### config.mk
export PLATFORM = sky130hd
export DESIGN_NAME = eprom_prog_host
export DESIGN_NICKNAME = d
export VERILOG_FILES = /design/src/eprom_prog_host.v
export VERILOG_INCLUDE_DIRS = /design/src
export SDC_FILE = /design/constraint.sdc
export NUM_CORES = 1
export LEC_CHECK = 0
export BUFFER_PORTS_ARGS = -buffer_cell sky130_fd_sc_hd__clkbuf_2
export CORE_MARGIN = 8
export CORE_UTILIZATION = 45
export DETAILED_ROUTE_END_ITERATION = 12
export GPL_ROUTABILITY_DRIVEN = 0
export PLACE_DENSITY = 0.66
export SETUP_SLACK_MARGIN = 0.2
export SYNTH_ARGS = -nofsm -noshare
export SYNTH_HDL_FRONTEND = slang
export SYNTH_SLANG_ARGS = --single-unit
### constraint.sdc
create_clock -name sys_clk_in -period 8.4 [get_ports sys_clk_in]
set_clock_uncertainty 0.05 [all_clocks]
set_input_delay 0 -clock sys_clk_in [delete_from_list [all_inputs] [get_ports sys_clk_in]]
set_output_delay 0 -clock sys_clk_in [all_outputs]
set_load 0.05 [all_outputs]
### src/eprom_prog_defs.vh
// Timing and code constants for the byte-wide UV memory programmer/reader.
// Assumes a 40 MHz system clock; analog levels are selected by external switches.
`ifndef EPROM_PROG_DEFS_VH
`define EPROM_PROG_DEFS_VH
`define CLK_MHZ            40
`define ADDR_W             19
`define LAST_ADDR          19'h7_FFFF
`define ERASED_BYTE        8'hFF
`define PULSE_US           100
`define PULSE_CYC          (`PULSE_US * `CLK_MHZ)
`define MAX_PULSES         8'h19
`define ACCESS_NS          200
`define ACCESS_CYC         ((`ACCESS_NS * `CLK_MHZ + 999) / 1000)
`define SETUP_NS           2000
`define SETUP_CYC          ((`SETUP_NS * `CLK_MHZ + 999) / 1000)
`define ID_MFR_SEL         1'b0
`define ID_DEV_SEL         1'b1
`endif

### src/eprom_prog_host.v
// Host controller driving a byte-wide UV memory through its pins:
// reads, id reads, and a full pulse/verify programming pass.
// Assumes external level switches for the program voltage and the high id level.
//
// Overview of operation
// - Program needs voltage, strobe low, gate high
// - Programmer drives full byte in parallel
// - Fixed pulses, only as many as needed
// - Verify after each pulse until match/limit
// - Every address in turn, then full verify
// - Verify: gate low, strobe high, voltage on
// - Id mode by high level on trigger
// - Id mode: other address lines held low
// - Address stable before expecting data
`timescale 1ns/1ps
`default_nettype none
`include "eprom_prog_defs.vh"
module eprom_prog_host
(
	input  wire        sys_clk_in,
	input  wire        nrst_in,
	input  wire        rd_req_in,
	input  wire        id_req_in,
	input  wire        prog_req_in,
	input  wire [18:0] req_addr_in,
	input  wire [7:0]  prog_data_in,
	input  wire [18:0] prog_last_in,
	input  wire [7:0]  byte_data_lines_in,
	output reg  [7:0]  byte_data_lines_out,
	output reg         byte_data_lines_oe_out,
	output reg  [18:0] byte_address_lines_out,
	output reg         select_program_strobe_n_out,
	output reg         output_gate_n_out,
	output reg         program_voltage_on_out,
	output reg         id_trigger_high_out,
	output reg         busy_out,
	output reg         done_out,
	output reg  [7:0]  rd_data_out,
	output reg         fail_out,
	output reg         id_parity_ok_out
);
	localparam S_IDLE  = 9'b0_0000_0001;
	localparam S_READ  = 9'b0_0000_0010;
	localparam S_SETUP = 9'b0_0000_0100;
	localparam S_PULSE = 9'b0_0000_1000;
	localparam S_RECOV = 9'b0_0001_0000;
	localparam S_VRFY  = 9'b0_0010_0000;
	localparam S_FINAL = 9'b0_0100_0000;
	localparam S_FREAD = 9'b0_1000_0000;
	localparam S_END   = 9'b1_0000_0000;

	reg        rst_m_ff, rst_s_ff;
	wire       rst_n = rst_s_ff;
	reg  [8:0] st_ff;
	reg  [15:0] cnt_ff;
	reg  [7:0] pulses_ff;
	reg  [7:0] din_m_ff, din_s_ff, din_t_ff;
	wire       din_stable = (din_s_ff == din_t_ff);

	// Reset release is synchronised; assertion stays asynchronous
	always @(posedge sys_clk_in or negedge nrst_in)
	begin
		if (!nrst_in)
		begin
			rst_m_ff <= 1'b0;
			rst_s_ff <= 1'b0;
		end
		else
		begin
			rst_m_ff <= 1'b1;
			rst_s_ff <= rst_m_ff;
		end
	end

	// Pin inputs: value counts once stages two and three agree
	always @(posedge sys_clk_in or negedge rst_n)
	begin
		if (!rst_n)
		begin
			din_m_ff <= 8'h00;
			din_s_ff <= 8'h00;
			din_t_ff <= 8'h00;
		end
		else
		begin
			din_m_ff <= byte_data_lines_in;
			din_s_ff <= din_m_ff;
			din_t_ff <= din_s_ff;
		end
	end

	always @(posedge sys_clk_in or negedge rst_n)
	begin
		if (!rst_n)
		begin
			st_ff                       <= S_IDLE;
			cnt_ff                      <= 16'h0000;
			pulses_ff                   <= 8'h00;
			byte_data_lines_out         <= 8'h00;
			byte_data_lines_oe_out      <= 1'b0;
			byte_address_lines_out      <= 19'h0_0000;
			select_program_strobe_n_out <= 1'b1;
			output_gate_n_out           <= 1'b1;
			program_voltage_on_out      <= 1'b0;
			id_trigger_high_out         <= 1'b0;
			busy_out                    <= 1'b0;
			done_out                    <= 1'b0;
			rd_data_out                 <= 8'h00;
			fail_out                    <= 1'b0;
			id_parity_ok_out            <= 1'b0;
		end
		else
		begin
			done_out <= 1'b0;
			case (st_ff)
			S_IDLE:
			begin
				// Idle is standby: strobe high floats the device outputs
				select_program_strobe_n_out <= 1'b1;
				output_gate_n_out           <= 1'b1;
				byte_data_lines_oe_out      <= 1'b0;
				program_voltage_on_out      <= 1'b0;
				id_trigger_high_out         <= 1'b0;
				cnt_ff                      <= 16'h0000;
				if (prog_req_in)
				begin
					busy_out               <= 1'b1;
					fail_out               <= 1'b0;
					byte_address_lines_out <= 19'h0_0000;
					program_voltage_on_out <= 1'b1;
					pulses_ff              <= 8'h00;
					st_ff                  <= S_SETUP;
				end
				else if (rd_req_in || id_req_in)
				begin
					busy_out                    <= 1'b1;
					select_program_strobe_n_out <= 1'b0;
					output_gate_n_out           <= 1'b0;
					if (rd_req_in)
					begin
						byte_address_lines_out <= req_addr_in;
					end
					else
					begin
						// Only the byte-select bit may be nonzero in id mode
						id_trigger_high_out    <= 1'b1;
						byte_address_lines_out <= {18'h0_0000, req_addr_in[0]};
					end
					st_ff <= S_READ;
				end
			end
			S_READ:
			begin
				// Address held steady over the whole wait plus input sync
				cnt_ff <= cnt_ff + 16'h0001;
				if (cnt_ff >= `ACCESS_CYC && din_stable)
				begin
					rd_data_out                 <= din_t_ff;
					id_parity_ok_out            <= ^din_t_ff;
					select_program_strobe_n_out <= 1'b1;
					output_gate_n_out           <= 1'b1;
					id_trigger_high_out         <= 1'b0;
					busy_out                    <= 1'b0;
					done_out                    <= 1'b1;
					st_ff                       <= S_IDLE;
				end
			end
			S_SETUP:
			begin
				// Gate high and the full byte on the lines before the strobe falls
				output_gate_n_out      <= 1'b1;
				byte_data_lines_out    <= prog_data_in;
				byte_data_lines_oe_out <= 1'b1;
				cnt_ff                 <= cnt_ff + 16'h0001;
				if (cnt_ff >= `SETUP_CYC)
				begin
					cnt_ff                      <= 16'h0000;
					select_program_strobe_n_out <= 1'b0;
					pulses_ff                   <= pulses_ff + 8'h01;
					st_ff                       <= S_PULSE;
				end
			end
			S_PULSE:
			begin
				cnt_ff <= cnt_ff + 16'h0001;
				if (cnt_ff >= `PULSE_CYC - 1)
				begin
					cnt_ff                      <= 16'h0000;
					select_program_strobe_n_out <= 1'b1;
					st_ff                       <= S_RECOV;
				end
			end
			S_RECOV:
			begin
				// Release data before the gate opens to avoid contention
				byte_data_lines_oe_out <= 1'b0;
				cnt_ff                 <= cnt_ff + 16'h0001;
				if (cnt_ff >= `SETUP_CYC)
				begin
					cnt_ff            <= 16'h0000;
					output_gate_n_out <= 1'b0;
					st_ff             <= S_VRFY;
				end
			end
			S_VRFY:
			begin
				cnt_ff <= cnt_ff + 16'h0001;
				if (cnt_ff >= `ACCESS_CYC && din_stable)
				begin
					cnt_ff            <= 16'h0000;
					output_gate_n_out <= 1'b1;
					if (din_t_ff == prog_data_in)
					begin
						pulses_ff <= 8'h00;
						if (byte_address_lines_out == prog_last_in)
						begin
							program_voltage_on_out <= 1'b0;
							byte_address_lines_out <= 19'h0_0000;
							st_ff                  <= S_FINAL;
						end
						else
						begin
							byte_address_lines_out <= byte_address_lines_out + 19'h0_0001;
							st_ff                  <= S_SETUP;
						end
					end
					else if (pulses_ff >= `MAX_PULSES)
					begin
						fail_out <= 1'b1;
						st_ff    <= S_END;
					end
					else
					begin
						st_ff <= S_SETUP;
					end
				end
			end
			S_FINAL:
			begin
				// Final pass is a plain read with the voltage removed
				select_program_strobe_n_out <= 1'b0;
				output_gate_n_out           <= 1'b0;
				cnt_ff                      <= 16'h0000;
				st_ff                       <= S_FREAD;
			end
			S_FREAD:
			begin
				cnt_ff <= cnt_ff + 16'h0001;
				if (cnt_ff >= `ACCESS_CYC && din_stable)
				begin
					cnt_ff <= 16'h0000;
					// Each byte up to prog_last_in must read back as prog_data_in
					if (din_t_ff != prog_data_in)
					begin
						fail_out <= 1'b1;
						st_ff    <= S_END;
					end
					else if (byte_address_lines_out == prog_last_in)
					begin
						st_ff <= S_END;
					end
					else
					begin
						byte_address_lines_out <= byte_address_lines_out + 19'h0_0001;
					end
				end
			end
			S_END:
			begin
				select_program_strobe_n_out <= 1'b1;
				output_gate_n_out           <= 1'b1;
				byte_data_lines_oe_out      <= 1'b0;
				program_voltage_on_out      <= 1'b0;
				busy_out                    <= 1'b0;
				done_out                    <= 1'b1;
				st_ff                       <= S_IDLE;
			end
			default:
			begin
				st_ff <= S_IDLE;
			end
			endcase
		end
	end
endmodule // eprom_prog_host
`default_nettype wire

==> flow_metrics.env, run 1 <==
export IMPL_status="finished, final reports clean"
export IMPL_avgSynthCellArea_um2=9.53
export IMPL_drc_errors=0
export IMPL_multi_input_area_um2=3060
export IMPL_rsz0062_at_grt="false"
export IMPL_holdPathStages=5
export IMPL_area_delta_synth_final_pct=21.0
export IMPL_first_pass_iters=5
export IMPL_ys_top_cells_by_count="dfrtp_1, nand2_1, o21ai_0, a21oi_1"
export IMPL_io_pins=103
export IMPL_finalCritPeriodShare_pct=43.2
export IMPL_min_period_ps=3630
export IMPL_grt_pass1_wl_mm=27.2
export IMPL_grt_usage_pct=20.5
export IMPL_finalHoldViolCount=0
export IMPL_power_frac_comb_pct=44.3
export IMPL_synth_area_leaders="dfrtp_1, xor2_1, nand2_1"
export IMPL_synth_top_area_cell="dfrtp_1"
export IMPL_power_density_nw_per_um2=305
export IMPL_ys_seq_area_share_pct=43.8
export IMPL_crit_required_ps=8550
export IMPL_fmax_mhz=276
export IMPL_whs_ps=11.1
export IMPL_die_width_um=130
export IMPL_relSlewSlack_pct=26.4
export IMPL_die_h_um=130
export IMPL_wl_mm=17.0
export IMPL_setup_viol=0
export IMPL_clock_path_buffers=2
export IMPL_die_area_um2=17000
export IMPL_antenna_cells=0
export IMPL_grt_pass1_vias=5207
export IMPL_seqPwrFrac_pct=35.2
export IMPL_irDropWorstVdd_v=0.000286
export IMPL_switching_power_w=0.00103
export IMPL_ctsHoldBuffers=31
export IMPL_hp_class="input pin to flop"
export IMPL_instances_no_fill=912
export IMPL_async_flop_share_pct=100
export IMPL_ys_warn_count=0
export IMPL_syn_inst=618
export IMPL_routedWlPerCell_um=18.6
export IMPL_synth_seq_cells=103
export IMPL_cts_tree="yes"
export IMPL_clock_latency_ps=360
export IMPL_r2r_cells=6
export IMPL_cp_max_fo=20
export IMPL_placeableCoreArea_um2=13000
export IMPL_rows=42
export IMPL_start_util_pct=45.2
export IMPL_htree_levels=3
export IMPL_end_kind="flop"
export IMPL_synthFlopType="dfrtp_1"
export IMPL_synth_edf_count=0
export IMPL_nFillCells=1213
export IMPL_numCtsBuffers=9
export IMPL_seq_area_um2=2580
export IMPL_num_vias=5435
export IMPL_cts_resized=0
export IMPL_cp_arrival_ps=3770
export IMPL_synth_top_area_share_pct=42.5
export IMPL_worstMarginPinSlew_ps=1100
export IMPL_drt_iter0_drc=541
export IMPL_cts_setup_buffers=0
export IMPL_dp_cells=865
export IMPL_synth_distinct_cells=63
export IMPL_clk_pin_slew_ps=70
export IMPL_setup_tns_ps=0
export IMPL_drive_above_1_share_pct=23.5
export IMPL_cap_violations=0
export IMPL_final_nets=796
export IMPL_grt_max_degree=75
export IMPL_swShare_pct=47.6
export IMPL_grt_overflow_total=0
export IMPL_slew_viol_final=0
export IMPL_start_kind="flop"
export IMPL_hpwl_mm=12.0
export IMPL_syn_num_nets=683
export IMPL_setup_worst_path_class="flop to flop"
export IMPL_antenna_found_initial=0
export IMPL_intPower_w=0.00114
export IMPL_pwr_share_clk_pct=20.4
export IMPL_clock_root_buffer="clkbuf_16"
export IMPL_cts_sinks=103
export IMPL_io_buffers=102
export IMPL_synthesis_area_um2=5890
export IMPL_viasPerCell=5.96
export IMPL_power_leakage_nw=3.03
export IMPL_yosysMostFrequentCell="dfrtp_1"
export IMPL_postRouteAntennaNets=0
## sequential cells by signal (all words and copies together), names as in the netlist
register / count
id_parity_ok_out: 1
rst_m_ff: 1
rd_data_out: 8
busy_out: 1
rst_n: 1
select_program_strobe_n_out: 1
pulses_ff: 8
cnt_ff: 16
fail_out: 1
din_m_ff: 8
id_trigger_high_out: 1
program_voltage_on_out: 1
byte_data_lines_out: 8
byte_address_lines_out: 19
done_out: 1
byte_data_lines_oe_out: 1
st_ff: 9
output_gate_n_out: 1
din_t_ff: 8
din_s_ff: 8
## cell families (layout without fill, tap and decap cells)
group                      after synthesis  in the layout  synth area share, %
DFF                                    103            103                 43.8
other                                    1              1               0.0637
muxes                                   19             19                 3.59
xor gates and xnor gates                50             50                 7.43
buffers and inverters                   60            178                 4.29
AOI/OAI and AO/OA                      162            162                 19.3
adders and majority gates                6              6                 1.27
and+or+nand+nor                        217            217                 20.2
## layout make-up
type | instances | area share (%)
clock buffers | 10 | 3.35
repair buffers | 139 | 12.2
well taps | 176 | 3.09
clock inverters | 6 | 1.02
flip-flops and latches | 103 | 36.3
inverters | 23 | 1.21
multi-input cells | 455 | 42.9
## cells in the final DEF, fill, tap and decap left out, types with 19 or more instances in the layout
master	n
o31ai_1	25
nand4_1	22
inv_1	23
a21oi_1	34
xor2_1	26
dfrtp_1	99
nor2_1	29
nand3_1	19
dlygate4sd3_1	31
xnor2_1	24
o21ai_0	41
clkbuf_2	102
nor3_1	20
nand2_1	59
## per-layer routing
layer / wire, um / vias up / global-route usage [%]
li1: - / 2524 / -
met1: 7400 / 2655 / 26.2
met2: 7770 / 225 / 31.8
met3: 1350 / 31 / 5.36
met4: 459 / 0 / 9.52
met5: 0 / - / 0
## worst paths after layout
| check | from | end | slack [ps] |
|---|---|---|---|
| hold / removal | req_addr_in[17] | byte_address_lines_out[17]$_DFFE_PN0P_ | 10 |
| min in group asynchronous | rst_n$_DFF_PN0_ | cnt_ff[7]$_DFFE_PN0P_ | 190 |
| max in group asynchronous | rst_n$_DFF_PN0_ | byte_address_lines_out[12]$_DFFE_PN0P_ | 6830 |
| setup / recovery | byte_address_lines_out[3]$_DFFE_PN0P_ | byte_address_lines_out[3]$_DFFE_PN0P_ | 4770 |
| hold reg to reg | rst_n$_DFF_PN0_ | cnt_ff[7]$_DFFE_PN0P_ | 190 |
| setup reg to reg | byte_address_lines_out[3]$_DFFE_PN0P_ | byte_address_lines_out[3]$_DFFE_PN0P_ | 4770 |
## per-stage QoR
stage                     power (W)  utilization (%)  cell area (um2)  worst slack, ps
after global placement      0.00169             49.9             6500             4990
final                       0.00217             54.7             7130             4770
after global routing        0.00229             54.7             7130             4550
after CTS                   0.00218             54.7             7130             4840
after floorplan             0.00149                -             5890             5270
after detailed placement    0.00172             49.9             6500             4870
## power by group through the flow
stage	sequential [W]	combinational [W]	clock, W
after detailed placement	0.000770	0.000950	0
after global routing	0.000785	0.00104	0.000471
after floorplan	0.000964	0.000527	0
final	0.000765	0.000963	0.000444
after CTS	0.000761	0.000965	0.000454
after global placement	0.000759	0.000933	0
## critical path: stages, from the launching register on
cell and delay (ps):
dfrtp_1 500, xnor2_1 230, nand4_1 110, nor4_1 790, and3_1 700, or2_1 840
o221ai_1 250
(Power assumes the default switching activity.)
==> run 2, diff against run 1 <==
PLACE_DENSITY = 0.69   (was 0.66)
clock period = 3.3 ns   (was 8.4 ns; I/O delays follow)
==> run 2 against run 1 <==
Total power grew to 2.6 times the previous value. Worst hold slack worse by 7.0 ps. Via count is 1.3% higher. Sequential share of layout area is 0.55 points lower. Die area stayed put. Global-route usage is 0.29 points lower. Worst setup slack worse by 4500 ps. Register-to-register slack worse by 4500 ps. Largest cell class unchanged. Largest power group unchanged.
==> flow_metrics.env, run 2 (synthesis gave the netlist of run 1 again) <==
export IMPL_slew_viol_final=0
export IMPL_antenna_cells=0
export IMPL_final_util_pct=55.5
export IMPL_die_area_um2=17000
export IMPL_grt_overflow_total=0
export IMPL_cap_violations=0
export IMPL_placeableCoreArea_um2=13000
export IMPL_hp_class="input pin to flop"
export IMPL_min_period_ps=2980
export IMPL_cts_tree="yes"
export IMPL_drt_iter0_drc=479
export IMPL_intPower_w=0.00297
export IMPL_grt_max_degree=46
export IMPL_numCtsBuffers=9
export IMPL_cp_max_fo=19
export IMPL_rows=42
export IMPL_crit_required_ps=3510
export IMPL_setup_tns_ps=0
export IMPL_power_density_nw_per_um2=774
export IMPL_grt_pass1_vias=5395
export IMPL_setup_worst_path_class="flop to flop"
export IMPL_setup_viol=0
export IMPL_start_util_pct=45.2
export IMPL_grt_pass1_wl_mm=27.1
export IMPL_critPathLaunch="st_ff[5]$_DFFE_PN0P_"
export IMPL_clock_path_buffers=2
export IMPL_relSlewSlack_pct=37.5
export IMPL_r2r_end="byte_address_lines_out[6]$_DFFE_PN0P_"
export IMPL_num_vias=5503
export IMPL_hold_start="req_addr_in[10]"
export IMPL_drive_above_1_share_pct=25.5
export IMPL_holdPathStages=5
export IMPL_grt_usage_pct=20.2
export IMPL_die_width_um=130
export IMPL_hold_end="byte_address_lines_out[10]$_DFFE_PN0P_"
export IMPL_seqPwrFrac_pct=34.9
export IMPL_pwr_share_clk_pct=20.0
export IMPL_routedWlPerCell_um=18.3
export IMPL_switching_power_w=0.00263
export IMPL_clock_latency_ps=350
export IMPL_rr_startpoint="st_ff[5]$_DFFE_PN0P_"
export IMPL_power_leakage_nw=3.10
export IMPL_power_total_w=0.00560
export IMPL_end_kind="flop"
export IMPL_power_frac_comb_pct=45.0
export IMPL_area_delta_synth_final_pct=22.8
export IMPL_status="finished, final reports clean"
export IMPL_dp_cells=882
export IMPL_cts_setup_buffers=0
export IMPL_final_nets=810
export IMPL_clock_root_buffer="clkbuf_16"
export IMPL_instances_no_fill=926
export IMPL_cts_sinks=103
export IMPL_htree_levels=3
export IMPL_postRouteAntennaNets=0
export IMPL_finalCritPeriodShare_pct=90.2
export IMPL_swShare_pct=46.9
export IMPL_drc_errors=0
export IMPL_hpwl_mm=12.2
export IMPL_irDropWorstVdd_v=0.000421
export IMPL_rrSetupSlack_ps=320
export IMPL_io_pins=103
export IMPL_antenna_found_initial=0
export IMPL_die_h_um=130
export IMPL_wl_mm=16.9
export IMPL_first_pass_iters=5
export IMPL_viasPerCell=5.94
export IMPL_layout_common_cells="clkbuf_2, dfrtp_1, nand2_1"
export IMPL_rsz0062_at_grt="false"
export IMPL_regMostFlops="byte_address_lines_out"
export IMPL_largest_reg_flops=19
export IMPL_fmax_mhz=336
export IMPL_r2r_cells=5
export IMPL_clk_pin_slew_ps=70
export IMPL_top_regs="byte_address_lines_out x19, cnt_ff x16, st_ff x9"
export IMPL_io_buffers=102
export IMPL_worstMarginPinSlew_ps=938
export IMPL_final_common_cell="clkbuf_2"
export IMPL_finalHoldViolCount=0
export IMPL_start_kind="flop"
export IMPL_cp_arrival_ps=3190
==> run 2: cell count changes in the layout (fill, tap and decap cells not counted) <==
cell,delta
buf_4,+17
inv_6,-3
clkbuf_1,+1
clkinv_4,+1
nor4_1,-2
clkbuf_8,+1
dlygate4sd3_1,-3
nor4_2,+2
==> run 2: cell type report <==
class	count	area, um2
clock inverters	4	55.1
well taps	176	220
fillers	1156	5800
flip-flops and latches	103	2580
inverters	23	86.3
repair buffers	153	963
multi-input cells	455	3070
clock buffers	12	256
==> run 2: stage by stage <==
stage	setup slack [ps]	hold slack, ps	instance area (um2)
3_3_place_gp	452	-264	6630
3_5_place_dp	384	-262	6630
2_1_floorplan	502	-346	5890
4_1_cts	363	6.05	7220
5_1_grt	203	35.4	7240
6_report	323	4.05	7240
==> run 2: power by group through the flow <==
stage	clock network [W]	registers [W]	logic, W
2_1_floorplan	0	0.00245	0.00134
3_3_place_gp	0	0.00196	0.00243
3_5_place_dp	0	0.00197	0.00249
4_1_cts	0.00113	0.00195	0.00253
5_1_grt	0.00119	0.00201	0.00270
6_report	0.00112	0.00196	0.00252
==> run 2: timing repair <==
item / 4_1_cts / 5_1_grt
setup endpoints to repair: 0 / 6
resized for setup: 0 / 2
endpoints found under the hold margin: 28 / 0
hold buffers: 28 / 0
==> run 2: how the worst max path moves through the flow <==
stage                                             to  cells after the start
2_1_floorplan  byte_address_lines_out[8]$_DFFE_PN0P_                      8
3_3_place_gp                    st_ff[7]$_DFFE_PN0P_                      6
3_5_place_dp   byte_address_lines_out[6]$_DFFE_PN0P_                      5
4_1_cts        byte_address_lines_out[6]$_DFFE_PN0P_                      5
5_1_grt        byte_address_lines_out[3]$_DFFE_PN0P_                      5
6_report       byte_address_lines_out[6]$_DFFE_PN0P_                      5
==> run 2: critical path: stages (launching register included) <==
cell	delay [ps]
dfrtp_1	490
nor3_1	540
nand3_1	420
a221o_1	460
or2_1	580
o221ai_1	350
==> run 2: layer usage <==
| metal | part of all wire [%] | routed length (um) | global-route usage [%] | up-vias |
|---|---|---|---|---|
| met5 | 0 | 0 | 0 | - |
| met1 | 42 | 7100 | 25.8 | 2626 |
| met2 | 46 | 7730 | 31.9 | 292 |
| met3 | 9.8 | 1650 | 4.75 | 36 |
| li1 | - | - | - | 2549 |
| met4 | 2.7 | 463 | 9.32 | 0 |
